$ cat config.mk
export PLATFORM = sky130hd
export DESIGN_NAME = pti_top
export DESIGN_NICKNAME = d
export VERILOG_FILES = /design/src/rtl/pti_pkg.sv /design/src/rtl/pti_reg_if.sv /design/src/rtl/pti_i2c_slave.sv /design/src/rtl/pti_top.sv
export SDC_FILE = /design/constraint.sdc
export NUM_CORES = 1
export LEC_CHECK = 0
export CAP_MARGIN = 5
export CORE_UTILIZATION = 30
export CTS_CLUSTER_SIZE = 16
export DETAILED_ROUTE_END_ITERATION = 12
export DONT_BUFFER_PORTS = 1
export SLEW_MARGIN = 20
export SYNTH_ARGS = -nofsm -noshare
export SYNTH_HDL_FRONTEND = slang
export SYNTH_SLANG_ARGS = --single-unit
$ cat constraint.sdc
create_clock -name clk -period 3 [get_ports clk]
set_input_delay 0.6 -clock clk [delete_from_list [all_inputs] [get_ports clk]]
set_output_delay 0.6 -clock clk [all_outputs]
set_load 0.03 [all_outputs]
$ cat src/rtl/pti_pkg.sv
// Constants and types shared by the proximity threshold block.
// Assumes a single 100 MHz clock domain.
package pti_pkg;
  // Serial bus target address (write byte 26h on the wire)
  localparam logic [6:0] DEV_ADDR_DEF   = 7'h13;
  // Register offsets
  localparam logic [7:0] REG_CMD        = 8'h80;
  localparam logic [7:0] REG_RES_HI     = 8'h87;
  localparam logic [7:0] REG_RES_LO     = 8'h88;
  localparam logic [7:0] REG_INTCTL     = 8'h89;
  localparam logic [7:0] REG_LO_TH_HB   = 8'h8a;
  localparam logic [7:0] REG_LO_TH_LB   = 8'h8b;
  localparam logic [7:0] REG_HI_TH_HB   = 8'h8c;
  localparam logic [7:0] REG_HI_TH_LB   = 8'h8d;
  localparam logic [7:0] REG_STATUS     = 8'h8e;
  // Command register fields
  localparam int         CMD_SELFTIMED  = 0;
  localparam int         CMD_PROX_EN    = 1;
  // Interrupt control fields
  localparam int         IC_SEL         = 0;
  localparam int         IC_EN          = 1;
  localparam int         IC_CNT_LSB     = 5;
  // Status fields
  localparam int         ST_HI          = 0;
  localparam int         ST_LO          = 1;
  // Reset values
  localparam logic [1:0]  CMD_RST       = 2'h0;
  localparam logic [7:0]  INTCTL_RST    = 8'h00;
  localparam logic [15:0] TH_RST        = 16'h0000;
  // Measurement rate in milli-hertz and the derived period
  localparam longint     CLK_HZ         = 100_000_000;
  localparam longint     MEAS_RATE_MHZ  = 3900;
  localparam int         MEAS_PERIOD_CYC = int'((CLK_HZ * 1000) / MEAS_RATE_MHZ);
  // Serial engine states
  typedef enum logic [6:0] {
    S_IDLE  = 7'h01,
    S_ADDR  = 7'h02,
    S_AACK  = 7'h04,
    S_WBYTE = 7'h08,
    S_WACK  = 7'h10,
    S_RBYTE = 7'h20,
    S_RACK  = 7'h40
  } pti_state_t;
endpackage

$ cat src/rtl/pti_reg_if.sv
// Register access path between the serial engine and the register file.
// Assumes both ends run on the same clock.
interface pti_reg_if;
  logic       wr;     // One-cycle write strobe
  logic [7:0] addr;   // Register pointer
  logic [7:0] wdata;  // Write data
  logic [7:0] rdata;  // Read data for addr
  modport master (output wr, output addr, output wdata, input rdata);
  modport target (input wr, input addr, input wdata, output rdata);
endinterface

$ cat src/rtl/pti_i2c_slave.sv
// Serial two-wire target: address match, pointer byte, writes, reads.
// Assumes scl/sda come from pins; sampled on clk, bus much slower than clk.
module pti_i2c_slave
  import pti_pkg::*;
#(
  parameter logic [6:0] DEV_ADDR = pti_pkg::DEV_ADDR_DEF
) (
  input  wire logic   clk,
  input  wire logic   reset_n,
  input  wire logic   ce,
  input  wire logic   scl_in,
  input  wire logic   sda_in,
  output logic        sda_oe_n,
  pti_reg_if.master   rif
);
  ////////////////////////////////////////////////////////////////////
  // Pin synchronisers and previous-sample copies
  logic scl_m_q, scl_s_q, scl_p_q;  // Clock line stages
  logic sda_m_q, sda_s_q, sda_p_q;  // Data line stages
  always_ff @(posedge clk or negedge reset_n) begin
    if (!reset_n) begin
      {scl_m_q, scl_s_q, scl_p_q} <= 3'h7;
      {sda_m_q, sda_s_q, sda_p_q} <= 3'h7;
    end else if (ce) begin
      {scl_m_q, scl_s_q, scl_p_q} <= {scl_in, scl_m_q, scl_s_q};
      {sda_m_q, sda_s_q, sda_p_q} <= {sda_in, sda_m_q, sda_s_q};
    end
  end
  // Bus events
  logic rise, fall, start, stop;
  assign rise  = scl_s_q & ~scl_p_q;
  assign fall  = ~scl_s_q & scl_p_q;
  assign start = scl_s_q & scl_p_q & sda_p_q & ~sda_s_q;
  assign stop  = scl_s_q & scl_p_q & ~sda_p_q & sda_s_q;
  ////////////////////////////////////////////////////////////////////
  // Byte engine
  pti_state_t st_q, st_d;       // Engine state
  logic [2:0] bit_q, bit_d;     // Bit counter
  logic [7:0] sh_q, sh_d;       // Shift register
  logic [7:0] ptr_q, ptr_d;     // Register pointer
  logic       drv_q, drv_d;     // Pulling data line low
  logic       rw_q, rw_d;       // Read transfer
  logic       ph_q, ph_d;       // Next write byte is the pointer
  logic       more_q, more_d;   // Data byte written / master acked
  logic       wr_q, wr_d;       // Write strobe
  always_comb begin
    st_d = st_q; bit_d = bit_q; sh_d = sh_q; ptr_d = ptr_q;
    drv_d = drv_q; rw_d = rw_q; ph_d = ph_q; more_d = more_q; wr_d = 1'b0;
    if (stop) begin
      st_d = S_IDLE;
      drv_d = 1'b0;
    end else if (start) begin
      st_d = S_ADDR;
      bit_d = 3'h0;
      drv_d = 1'b0;
    end else begin
      unique case (st_q)
        S_IDLE: ;
        S_ADDR: if (rise) begin
          sh_d = {sh_q[6:0], sda_s_q};
          bit_d = bit_q + 3'h1;
          if (bit_q == 3'h7) begin
            // Address byte done: ack only our own address
            st_d = (sh_q[6:0] == DEV_ADDR) ? S_AACK : S_IDLE;
            rw_d = sda_s_q;
          end
        end
        S_AACK, S_WACK: if (fall) begin
          if (!drv_q) begin
            drv_d = 1'b1;                // Drive ack bit
          end else begin
            drv_d = 1'b0;
            bit_d = 3'h0;
            if (st_q == S_AACK && rw_q) begin
              sh_d = rif.rdata;          // Load first read byte
              drv_d = ~rif.rdata[7];
              ptr_d = ptr_q + 8'h01;
              st_d = S_RBYTE;
            end else begin
              if (st_q == S_AACK) begin
                ph_d = 1'b1;
              end
              if (st_q == S_WACK && more_q) begin
                ptr_d = ptr_q + 8'h01;   // Auto-increment after data
              end
              st_d = S_WBYTE;
            end
          end
        end
        S_WBYTE: if (rise) begin
          sh_d = {sh_q[6:0], sda_s_q};
          bit_d = bit_q + 3'h1;
          if (bit_q == 3'h7) begin
            st_d = S_WACK;
            more_d = ~ph_q;
            ph_d = 1'b0;
            if (ph_q) begin
              ptr_d = {sh_q[6:0], sda_s_q};
            end else begin
              wr_d = 1'b1;
            end
          end
        end
        S_RBYTE: if (fall) begin
          if (bit_q == 3'h7) begin
            drv_d = 1'b0;                // Release for master ack
            st_d = S_RACK;
          end else begin
            bit_d = bit_q + 3'h1;
            sh_d = {sh_q[6:0], 1'b0};
            drv_d = ~sh_q[6];
          end
        end
        S_RACK: begin
          if (rise) begin
            more_d = ~sda_s_q;
          end else if (fall) begin
            bit_d = 3'h0;
            if (more_q) begin
              sh_d = rif.rdata;          // Next sequential byte
              drv_d = ~rif.rdata[7];
              ptr_d = ptr_q + 8'h01;
              st_d = S_RBYTE;
            end else begin
              st_d = S_IDLE;
            end
          end
        end
      endcase
    end
  end
  // Engine registers
  always_ff @(posedge clk or negedge reset_n) begin
    if (!reset_n) begin
      st_q <= S_IDLE; bit_q <= 3'h0; sh_q <= 8'h00; ptr_q <= 8'h00;
      drv_q <= 1'b0; rw_q <= 1'b0; ph_q <= 1'b0; more_q <= 1'b0; wr_q <= 1'b0;
    end else if (ce) begin
      st_q <= st_d; bit_q <= bit_d; sh_q <= sh_d; ptr_q <= ptr_d;
      drv_q <= drv_d; rw_q <= rw_d; ph_q <= ph_d; more_q <= more_d; wr_q <= wr_d;
    end
  end
  // Outputs toward pin and register file
  assign sda_oe_n  = ~drv_q;
  assign rif.wr    = wr_q & ce;
  assign rif.addr  = ptr_q;
  assign rif.wdata = sh_q;
endmodule

$ cat src/rtl/pti_top.sv
// Proximity threshold and interrupt block with its register file.
// Assumes a front end that returns results on meas_done/als_done (clk domain).
// How it works
// RULE1: Writing 03h at 80h starts timed proximity
// RULE2: Status bit 0 shows upper-threshold event
// RULE3: Enough consecutive high results pull interrupt low
// RULE4: Host reads status register 8Eh after interrupt
// RULE5: Compare each count with 16-bit upper threshold
// RULE6: All registers come up with defaults
// RULE7: Thresholds split high byte, low byte
// RULE8: 89h holds count, enable, source select
// RULE9: Low results for count set low flag
// RULE10: Host waits 400 us after start
module pti_top
  import pti_pkg::*;
#(
  parameter logic [6:0] DEV_ADDR    = pti_pkg::DEV_ADDR_DEF,
  parameter int         MEAS_PERIOD = pti_pkg::MEAS_PERIOD_CYC
) (
  input  wire logic        clk,
  input  wire logic        reset_n,
  input  wire logic        ce,
  input  wire logic        scl_in,
  input  wire logic        sda_in,
  output logic             sda_out,
  output logic             sda_oe_n,
  output logic             int_n,
  output logic             meas_start,
  input  wire logic        meas_done,
  input  wire logic [15:0] meas_data,
  input  wire logic        als_done,
  input  wire logic [15:0] als_data
);
  import pti_pkg::*;
  ////////////////////////////////////////////////////////////////////
  // Serial engine
  pti_reg_if rif ();
  pti_i2c_slave #(.DEV_ADDR(DEV_ADDR)) u_slave (
    .clk      (clk),
    .reset_n  (reset_n),
    .ce       (ce),
    .scl_in   (scl_in),
    .sda_in   (sda_in),
    .sda_oe_n (sda_oe_n),
    .rif      (rif.master)
  );
  assign sda_out = 1'b0;  // Open drain: only ever pulls low
  ////////////////////////////////////////////////////////////////////
  // Helpers
  // Saturating increment of a run counter
  function automatic logic [7:0] sat_inc(input logic [7:0] v);
    return (v == 8'hff) ? v : v + 8'h01;
  endfunction
  // Write strobe decode for one offset
  function automatic logic hit(input logic [7:0] off);
    return rif.wr && (rif.addr == off);
  endfunction
  ////////////////////////////////////////////////////////////////////
  // State
  logic [1:0]  cmd_q, cmd_d;        // Self-timed and proximity enables
  logic [7:0]  ic_q, ic_d;          // Interrupt control
  logic [15:0] lo_th_q, lo_th_d;    // Lower threshold
  logic [15:0] hi_th_q, hi_th_d;    // Upper threshold
  logic [15:0] res_q, res_d;        // Last proximity result
  logic        upper_crossing_flag_q, upper_crossing_flag_d;
  logic        lower_crossing_flag_q, lower_crossing_flag_d;
  logic [7:0]  hi_cnt_q, hi_cnt_d;  // Consecutive high results
  logic [7:0]  lo_cnt_q, lo_cnt_d;  // Consecutive low results
  logic [31:0] tmr_q, tmr_d;        // Measurement period timer
  logic        start_q, start_d;    // Measurement request
  logic        int_n_q, int_n_d;    // Interrupt pin level
  // Decoded controls
  logic        run;                 // Self-timed proximity running
  logic [7:0]  need;                // Required consecutive count
  logic        smp_done;            // Selected result strobe
  logic [15:0] smp;                 // Selected result
  logic        hi_hit, lo_hit;      // Result at or above upper, below lower threshold
  logic        hi_set, lo_set;      // Flag set events
  assign run      = cmd_q[CMD_SELFTIMED] & cmd_q[CMD_PROX_EN];
  assign need     = 8'h01 << ic_q[IC_CNT_LSB +: 3];
  assign smp_done = ic_q[IC_SEL] ? als_done : meas_done;
  assign smp      = ic_q[IC_SEL] ? als_data : meas_data;
  assign hi_hit   = smp >= hi_th_q;
  assign lo_hit   = smp < lo_th_q;
  ////////////////////////////////////////////////////////////////////
  // Next-state logic
  always_comb begin
    cmd_d = cmd_q; ic_d = ic_q; lo_th_d = lo_th_q; hi_th_d = hi_th_q;
    res_d = res_q; hi_cnt_d = hi_cnt_q; lo_cnt_d = lo_cnt_q;
    hi_set = 1'b0; lo_set = 1'b0; start_d = 1'b0;
    // Register writes
    if (hit(REG_CMD)) begin
      cmd_d = rif.wdata[1:0];                     // RULE1
    end
    if (hit(REG_INTCTL)) begin
      ic_d = rif.wdata;                           // RULE8
    end
    if (hit(REG_LO_TH_HB)) begin
      lo_th_d[15:8] = rif.wdata;                  // RULE7
    end
    if (hit(REG_LO_TH_LB)) begin
      lo_th_d[7:0] = rif.wdata;                   // RULE7
    end
    if (hit(REG_HI_TH_HB)) begin
      hi_th_d[15:8] = rif.wdata;                  // RULE7
    end
    if (hit(REG_HI_TH_LB)) begin
      hi_th_d[7:0] = rif.wdata;                   // RULE7
    end
    // Periodic measurement timer, first request right after start
    if (!run) begin
      tmr_d = 32'h0;
    end else if (tmr_q == 32'h0) begin
      start_d = 1'b1;                             // RULE1
      tmr_d = 32'(MEAS_PERIOD - 1);
    end else begin
      tmr_d = tmr_q - 32'h1;
    end
    // Result capture and run counting
    if (meas_done) begin
      res_d = meas_data;
    end
    if (smp_done) begin
      hi_cnt_d = hi_hit ? sat_inc(hi_cnt_q) : 8'h00;   // RULE5
      lo_cnt_d = lo_hit ? sat_inc(lo_cnt_q) : 8'h00;   // RULE9
      hi_set = ic_q[IC_EN] && hi_hit && hi_cnt_d == need;   // RULE3
      lo_set = ic_q[IC_EN] && lo_hit && lo_cnt_d == need;   // RULE9
    end
    // New control setting starts both runs afresh, else a run left over
    // from the old source or count would skip past the exact Nth result
    if (hit(REG_INTCTL)) begin
      hi_cnt_d = 8'h00;                           // RULE8
      lo_cnt_d = 8'h00;                           // RULE8
    end
    // Sticky flags, write one to clear, set wins
    upper_crossing_flag_d = hi_set |
      (upper_crossing_flag_q & ~(hit(REG_STATUS) & rif.wdata[ST_HI]));   // RULE2
    lower_crossing_flag_d = lo_set |
      (lower_crossing_flag_q & ~(hit(REG_STATUS) & rif.wdata[ST_LO]));   // RULE9
    // Pin low while any flag stands
    int_n_d = ~(upper_crossing_flag_d | lower_crossing_flag_d);   // RULE3
  end
  // State registers, defaults after reset
  always_ff @(posedge clk or negedge reset_n) begin
    if (!reset_n) begin
      cmd_q <= CMD_RST; ic_q <= INTCTL_RST;       // RULE6
      lo_th_q <= TH_RST; hi_th_q <= TH_RST;       // RULE6
      res_q <= 16'h0000; hi_cnt_q <= 8'h00; lo_cnt_q <= 8'h00;
      upper_crossing_flag_q <= 1'b0; lower_crossing_flag_q <= 1'b0;
      tmr_q <= 32'h0; start_q <= 1'b0; int_n_q <= 1'b1;
    end else if (ce) begin
      cmd_q <= cmd_d; ic_q <= ic_d; lo_th_q <= lo_th_d; hi_th_q <= hi_th_d;
      res_q <= res_d; hi_cnt_q <= hi_cnt_d; lo_cnt_q <= lo_cnt_d;
      upper_crossing_flag_q <= upper_crossing_flag_d;
      lower_crossing_flag_q <= lower_crossing_flag_d;
      tmr_q <= tmr_d; start_q <= start_d; int_n_q <= int_n_d;
    end
  end
  ////////////////////////////////////////////////////////////////////
  // Read mux, unmapped offsets read zero
  always_comb begin
    unique case (rif.addr)
      REG_CMD:      rif.rdata = {6'h00, cmd_q};
      REG_RES_HI:   rif.rdata = res_q[15:8];
      REG_RES_LO:   rif.rdata = res_q[7:0];
      REG_INTCTL:   rif.rdata = ic_q;
      REG_LO_TH_HB: rif.rdata = lo_th_q[15:8];
      REG_LO_TH_LB: rif.rdata = lo_th_q[7:0];
      REG_HI_TH_HB: rif.rdata = hi_th_q[15:8];
      REG_HI_TH_LB: rif.rdata = hi_th_q[7:0];
      REG_STATUS:   rif.rdata = {6'h00, lower_crossing_flag_q,
                                 upper_crossing_flag_q};   // RULE4
      default:      rif.rdata = 8'h00;
    endcase
  end
  assign int_n      = int_n_q;
  assign meas_start = start_q;
endmodule
* After elaboration in Yosys (flattened, before gate mapping) *
Index checks and enable logic that the tools add are counted.

operators by class
  add/sub/neg operators = 5
  order comparisons = 2
  eq/ne operators = 55
  shifts and indexed selects = 1
  multiplexer cells = 91
  bitwise operators = 29
  reductions and logical operators = 40

operator list
  cell                   count
  $mux 8                 27
  $eq 8x8->1 const B     11
  $mux 7                 12
  $pmux 8 s9             1
  $mux 32                2
  $ne 4x1->1 const B     10
  $pmux 7 s5             1
  $logic_not 32->1       1
  $pmux 8 s4             1
  $sub 32x1->32 const B  1
  $mux 1                 30
  $mux 3                 9
  $reduce_and 13->1      2
  $add 8x1->8 const B    3
  $ne 2x1->1 const B     12
  $pmux 8 s3             1
  $reduce_and 10->1      2
  $ne 3x1->1 const B     6
  $eq 8x8->1             2
  $ge 16x16->1           1
  $lt 16x16->1           1
  $mux 16                1
  $reduce_and 2->1       8
  $eq 7x5->1 const B     2
  other kinds (29)       76

storage, ports and cells
  flip-flop bits (word level) = 147
  input bits = 39
  output and inout port bits = 4
  logic and storage cells = 252

* Longest topological paths before layout *
Gate-level depths: netlist (run 1).

  word-level depth = 9
  depth in mapped cells = 12
  depth with buffers taken out = 10

* Hierarchy *
Synthesis (run 1) repeated with hierarchy kept, for this count alone.

second synthesis, totals
  cell total of the unflattened synthesis = 1016
  area total of the unflattened synthesis = 9564.2 um^2

by module, submodules not included
  module         times used  cells an instance  area an instance (um^2)  seq. area each (um^2)
  pti_top        1           766                7173.1                   2753.9
  pti_i2c_slave  1           250                2391.0                   934.6

* Least setup slack after synthesis (run 1) *
Ideal clock, no wire load.

  kind = register -> register
  start = register ic_q[0]
  end = register upper_crossing_flag_q
  setup time = 66 ps
  arrival time = 3028 ps
  required time = 2934 ps
  setup slack = -94 ps
  stages on the path, launching flop included = 12
  path buffers = 2
  clock period less this slack = 3094 ps
  path through = dfrtp_1 buf_2 buf_1 mux2_2 ha_1 o211ai_1 a2111o_1 o21ai_1 nand4_1 nor4_1 and4_1 a22o_1

between the ends
  cells in the longest elaborated chain, start to end = 7
  elaborated cells on any way between the ends = 9
  classes of those cells = order compare (1); eq/ne (1); mux (4); bitwise (1); reduce/logical (2)

ends and longest elaborated chain
  item                      RTL line        source
  start: declaration        pti_top.sv:61   logic [7:0] ic_q, ic_d;
  start signal: assignment  pti_top.sv:152  cmd_q <= cmd_d; ic_q <= ic_d; lo_th_q <= lo_th_d; hi_th_q <= hi_th_d;
  $mux 16                   pti_top.sv:82   assign smp = ic_q[IC_SEL] ? als_data : meas_data;
  $ge 16x16->1              pti_top.sv:83   assign hi_hit = smp >= hi_th_q;
  $mux 8                    pti_top.sv:124  hi_cnt_d = hi_hit ? sat_inc(hi_cnt_q) : 8'h00;
  $eq 8x8->1                pti_top.sv:126  hi_set = ic_q[IC_EN] && hi_hit && hi_cnt_d == need;
  $logic_and 1x1->1         pti_top.sv:126
  $mux 1 *                  pti_top.sv:123  if (smp_done) begin
  $or 1x1->1 *              pti_top.sv:136  upper_crossing_flag_d = hi_set |
  end signal: assignment    pti_top.sv:154  upper_crossing_flag_q <= upper_crossing_flag_d;
  end: declaration          pti_top.sv:65   logic upper_crossing_flag_q, upper_crossing_flag_d;

Mark *: on every way between the ends. The rest lies on a longest branch, timed or not.
A chain may end at the register's enable or synchronous reset.

* Worst setup path in the final report (run 1) *
Ends and elaborated chain as after synthesis.

==> qor.txt, run 1 <==
Pwr dens - 547.0 nW/um2
Initial Util - 0.3043
CP peak stage delay - 0.49 ns
DR WL/cell - 17.28 um
Root Buffer - clkbuf_16
WL met2 - 11,100 um
First-pass GRT wire length - 37,640 um
Final period util - 1.012
Area contributors post-synth - dfrtp_1, mux2_2, ha_1, a21oi_1, nor2_1
Peak VDD IR - 0.3063 mV
Overall routing resource usage - 0.1532
Hold_ws - -0.1344 ns
Syn-to-layout area delta - 15.22%
Kind of critical path - reg -> reg
Net Count, Synth - 1,030
Post-route ant nets - 0
# DRC - 2
Clk buf depth - 2
Sequential power share - 0.421
H-tree lvl count - 4
GPL Wtd Cong - 0.8759
Flop-to-flop setup slack - -0.03 ns
Hpwl dp - 16,250 um
Inst Count DP - 1,316
Nets@finish - 1,038
Slew Limit Fails - 0
Clock power share - 0.398
Leakage power - 4.376 nW
CTS Sinks - 147
Reg clk slew, reported paths - 0.07 ns
Max_cap viols - 0
Grt total ovfl - 0
Sw frac - 0.3077
Largest net degree at the start of global routing - 148
RSZ-0062 raised after global routing - true
Slew @ Worst Pin - 0.7417 ns
Drt total wl - 23,510 um
Register area share after synthesis - 0.4090
CP max-delay cell - dfrtp_2
CP arrival - 3.35 ns
Critical Path Sink Type - flop
Vias in the first global route - 6,954
Finished Core Util - 0.3506
Proportion of power drawn by combinational gates - 0.181
Internal power - 3.935 mW
Max Fclk - 0.3295 GHz
Filler cells - 3,017
Die height - 175.4 um
CP Cell Sequence - buf_6 > clkbuf_16 > mux2_4 > ha_4 > nand4_1 > a2111o_1 > or3_1 > a21oi_1 > nor4_1 > and4_1 > a22o_1
Yosys cell types - 75
Worst-path maximum fanout - 7
Die Wd - 175.4 um
Top cells by count, synth - dfrtp_1, mux2_2, nor2_1
Startpoint Class - flop
Status - complete, but fails checks
DRT Pass-1 Iters - 12
Post-Layout Cell Count - 1,361
Top-Level Pins - 43
NetSw - 1.749 mW
Initial antenna violation count - 0
Die area - 30,760 um2
Share of cells above drive strength 1 - 0.2101
Slew Limit Headroom - 0.5043
CTS tree - yes
Total power - 5.684 mW
Met1 WL - 10,940 um
Largest area contributor in the netlist - dfrtp_1
Cells after Synth - 950
Register-to-Register Path Depth - 11
Netlist Area Pre-Place - 9019 um2
Ys flop type - dfrtp_1
Syn Area/Cell - 9.493 um2
Hold Path Class - in -> async
Ys async rst share - 1.000
DR vias/cell - 5.353
Final Hold Viols - 139
RR Endpoint - upper_crossing_flag_q
Fin worst setup slack - -0.03489 ns
Iteration-0 DRC Markers - 512
Clk_lat worst skew - 0.43 ns
Seq cells post-synth - 147
Fin Clk Skew - 0.01073 ns
Most common cell in the netlist - dfrtp_1
DP Area - 9477 um2
Vias after detailed routing - 7,286
Row count - 63
# diodes - 0
Met3 WL - 1128 um
EDFF count, synth - 0
Min Tclk post-route - 3.035 ns
R2R Path Start - ic_q[0]
Place WS - -0.1624 ns
Highest metal used - met4
Synth warnings - 0
Final setup fails - 1
Port Buffers - 0
Worst EP required - 3.32 ns
Post-route cell area - 10,390 um2
TritonCTS Buffers - 17
Synth top area share - 0.3857
Core Region - 29,640 um2
Failing checks - design-rule violations, negative hold slack, negative setup slack
[placed cells by master (no fill, tap or decap), types with 6 or more instances in the layout]
master and instances:
mux2_2 82, inv_1 50, nand3_1 24, buf_4 34, a222oi_1 8, a22o_1 6
a31oi_1 15, nor3b_1 8, a21oi_1 59, o22a_1 6, nand4_1 15, clkbuf_16 18
nor3_1 28, dfrtp_1 138, nand2_1 76, o21ai_0 39, a22oi_1 15, mux2i_1 7
ha_4 7, dfstp_2 8, xor2_1 12, nor2b_1 8, xnor2_1 21, and2_1 12
a21o_1 7, nor4_1 10, and3_1 7, ha_1 34, a211oi_1 6, or3_1 8
o211ai_1 7, nor2_1 81, nand2b_1 8
[cell families (layout without fill, tap and decap cells)]
family	Yosys count	after routing	share of synthesized area
AO/OA/AOI/OAI	219	219	0.1607
adder cells (fa/ha/maj)	41	41	0.05688
XOR/XNOR	33	33	0.03205
multiplexers	93	93	0.1152
flip-flops	147	147	0.4090
buffers and inverters	102	123	0.04883
AND/OR/NAND/NOR	314	314	0.1770
other	1	1	0.0004158
[final cells by class]
class | instances | area, um2 | area share
clock buffers | 17 | 425.4 | 0.04094
clock inverters | 15 | 188.9 | 0.01818
inverters | 50 | 187.7 | 0.01806
repair buffers | 41 | 356.6 | 0.03432
flip-flops and latches | 147 | 3690 | 0.3551
well taps | 390 | 488.0 | 0.04696
multi-input cells | 701 | 5055 | 0.4865
[worst max-delay path, delay by kind of cell (launching register included)]
| kind | cells | cell delay [ns] |
|---|---|---|
| simple gates | 4 | 0.75 |
| buf+inv | 2 | 0.29 |
| mux | 1 | 0.33 |
| flops | 1 | 0.49 |
| compound gates | 3 | 0.78 |
| fa+ha+maj | 1 | 0.27 |
[per-stage QoR]
stage | hold slack (ns) | TNS (ns)
finish | -0.1344 | -0.03489
global route | -0.1585 | -0.1724
CTS | -0.1464 | 0
detailed placement | 0.3169 | -0.4940
global placement | 0.3162 | -0.3367
floorplan | 0.3044 | 0
[flip-flops by register name, indices dropped and copies added (netlist names), 2 cells and up]
register           count
ic_q                   8
tmr_q                 32
cmd_q                  2
hi_th_q               16
lo_th_q               16
hi_cnt_q               8
lo_cnt_q               8
u_slave.rif.addr       8
res_q                 16
u_slave.rif.wdata      8
u_slave.bit_q          3
u_slave.st_q           7
[routing by layer]
metal,track usage,vias up
li1,-,3470
met1,0.2106,3588
met2,0.2465,200
met3,0.02835,28
met4,0.04022,0
met5,0,-
[power groups by stage]
stage / logic, mW / registers [mW] / clock network [mW]
after detailed placement: 0.988 / 2.42 / 0
after global routing: 1.16 / 2.42 / 2.38
after floorplan: 0.829 / 2.35 / 0
after global placement: 0.975 / 2.42 / 0
after CTS: 0.996 / 2.39 / 2.30
final: 1.03 / 2.39 / 2.26
[timing repair]
action,CTS,global route
hold endpoints to repair,139,139
pin swaps,1,11
gates resized for setup,3,31
buffers inserted,0,12
cloned,0,1
endpoints found under the setup margin,11,10
[worst max path at each step]
stage | from | to | cells past startpoint
after detailed placement | ic_q[0] | lo_cnt_q[0] | 11
after floorplan | ic_q[0] | upper_crossing_flag_q | 11
after global routing | ic_q[0] | upper_crossing_flag_q | 11
after CTS | ic_q[0] | lo_cnt_q[1] | 11
after global placement | ic_q[0] | lo_cnt_q[0] | 11
final | ic_q[0] | upper_crossing_flag_q | 11
Note: power is estimated with default switching activity, not from simulation.
==> run 2: changes to the inputs <==
GPL_TIMING_DRIVEN = 0   (was unset)
==> qor.txt, run 2 (synthesis gave the netlist of run 1 again) <==
Top reg by flops - tmr_q
Crit. Startpoint - ic_q[0]
R2R Path Start - ic_q[0]
Max_cap viols - 0 (unchanged)
Clk_lat worst skew - 0.43 ns (about the same)
Iteration-0 DRC Markers - 556 (+8.6%)
Most frequent cells in the layout - dfrtp_1, mux2_2, nor2_1
Fin Clk Skew - 0.01300 ns (+0.002275 ns)
Top-Level Pins - 43 (unchanged)
Hpwl dp - 16,990 um (+4.6%)
Hold Path Class - in -> async
Place WS - -0.8385 ns (-0.6761 ns)
Kind of critical path - reg -> reg
Critical Path Sink Type - flop
Crit path to - upper_crossing_flag_q
Nets@finish - 1,060 (+2.1%)
Slew @ Worst Pin - 0.8095 ns (+0.06774 ns)
TritonCTS Buffers - 17 (unchanged)
Most used cell, CP - buf_12
Max Fclk - 0.3285 GHz (-0.31%)
Core Region - 29,640 um2 (unchanged)
Register-to-Register Path Depth - 11 (unchanged)
Pwr dens - 553.2 nW/um2 (+1.1%)
Final period util - 1.015 (+0.003138)
Initial antenna violation count - 0 (unchanged)
DR vias/cell - 5.393 (+0.73%)
DRT Pass-1 Iters - 9 (-3)
First-pass GRT wire length - 38,740 um (+2.9%)
Delay-heaviest family, CP - compound AO/OA/AOI/OAI gates
Status - complete, but fails checks
Min Tclk post-route - 3.044 ns (+0.009412 ns)
Flop-to-flop setup slack - -0.04 ns (about the same)
Total power - 5.761 mW (+1.3%)
Initial Util - 0.3043 (unchanged)
Slew Limit Headroom - 0.4574 (-0.04690)
Number of cells on the critical path - 11 (unchanged)
Failing checks - design-rule violations, negative hold slack, negative setup slack
Setup tns final - -0.04430 ns (-0.009412 ns)
Fin worst setup slack - -0.04430 ns (-0.009412 ns)
CP Cell Sequence - buf_12 > buf_12 > mux2_4 > ha_4 > o211ai_1 > a2111o_1 > or3_1 > a21oi_1 > nor4_1 > and4_1 > a22o_1
Filler cells - 3,054 (+1.2%)
Worst EP required - 3.31 ns (about the same)
Die height - 175.4 um (unchanged)
# DRC - 2 (unchanged)
Row count - 63 (unchanged)
Drt total wl - 24,390 um (+3.7%)
# diodes - 0 (unchanged)
Vias in the first global route - 7,088 (+1.9%)
Largest net degree at the start of global routing - 148 (unchanged)
Share of cells above drive strength 1 - 0.1883 (-0.02177)
Overall routing resource usage - 0.1596 (+0.006384)
Max reg flops - 32 (unchanged)
CTS Sinks - 147 (unchanged)
Grt total ovfl - 0 (unchanged)
RSZ-0062 raised after global routing - true
Vias after detailed routing - 7,458 (+2.4%)
CP peak stage delay - 0.47 ns (-0.02 ns)
H-tree lvl count - 4 (unchanged)
Slew Limit Fails - 0 (unchanged)
CP max-delay cell - a2111o_1
Final Hold Viols - 139 (unchanged)
CTS tree - yes
Clk buf depth - 2 (unchanged)
Final setup fails - 1 (unchanged)
Peak VDD IR - 0.3339 mV (+9.0%)
Die Wd - 175.4 um (unchanged)
Startpoint Class - flop
RR Endpoint - upper_crossing_flag_q
Leakage power - 4.370 nW (-0.13%)
Most common cell after layout, fill and taps aside - dfrtp_1
Port Buffers - 0 (unchanged)
Reg clk slew, reported paths - 0.07 ns (about the same)
DR WL/cell - 17.63 um (+2.1%)
Syn-to-layout area delta - 15.47%
Hold_ws - -0.1376 ns (-0.003162 ns)
Worst-path maximum fanout - 7 (unchanged)
CP Buf/Inv Count - 2 (unchanged)
Post-route ant nets - 0 (unchanged)
CP arrival - 3.36 ns (about the same)
Die area - 30,760 um2 (unchanged)
GPL Wtd Cong - 0.8645 (-1.3%)
Root Buffer - clkbuf_16
==> run 2: worst min-delay path by stage <==
stage,from,endpoint,slack (ns)
final,reset_n,lo_cnt_q[3],-0.14
after global routing,reset_n,hi_cnt_q[5],-0.15
after CTS,reset_n,res_q[7],-0.14
after detailed placement,reset_n,hi_cnt_q[5],0.32
after global placement,reset_n,hi_cnt_q[5],0.32
after floorplan,reset_n,cmd_q[0],0.30
==> run 2: power breakdown <==
part           total (mW)  leakage, nW  switching [mW]  internal [mW]
combinational        1.06         2.11           0.580          0.480
sequential           2.38         1.95           0.204           2.18
clock                2.32        0.311           0.967           1.35
==> run 2: metal layers <==
layer  up-vias  GRT usage  routed length (um)
li1       3523          -                   -
met1      3706     0.2166               11170
met2       195     0.2493               11300
met3        34    0.03485                1398
met4         0    0.05652                 517
met5         -          0                   0
==> run 2: what timing repair did <==
item / 4_1_cts / 5_1_grt
cloned: 0 / 1
endpoints found under the hold margin: 139 / 139
gates resized for setup: 21 / 14
buffers inserted: 4 / 7
pin swaps: 3 / 9
endpoints found under the setup margin: 25 / 31
==> run 2: per-stage QoR <==
step / instances / util / area [um2]
2_1_floorplan: 950 / - / 9020
5_1_grt: 1383 / 0.3514 / 10410
6_report: 1383 / 0.3514 / 10410
4_1_cts: 1375 / 0.3464 / 10270
3_3_place_gp: 1340 / 0.3208 / 9508
3_5_place_dp: 1340 / 0.3210 / 9513
==> run 2: final cells by class <==
cell class / instances / area, um2 / area share
Buffer: 51 / 281.5 / 0.02703
Clock buffer: 17 / 425.4 / 0.04085
Clock inverter: 15 / 207.7 / 0.01994
Inverter: 50 / 187.7 / 0.01802
Multi-Input combinational cell: 701 / 5027 / 0.4828
Sequential cell: 147 / 3689 / 0.3542
Tap cell: 390 / 488.0 / 0.04686
Timing Repair Buffer: 12 / 107.6 / 0.01033
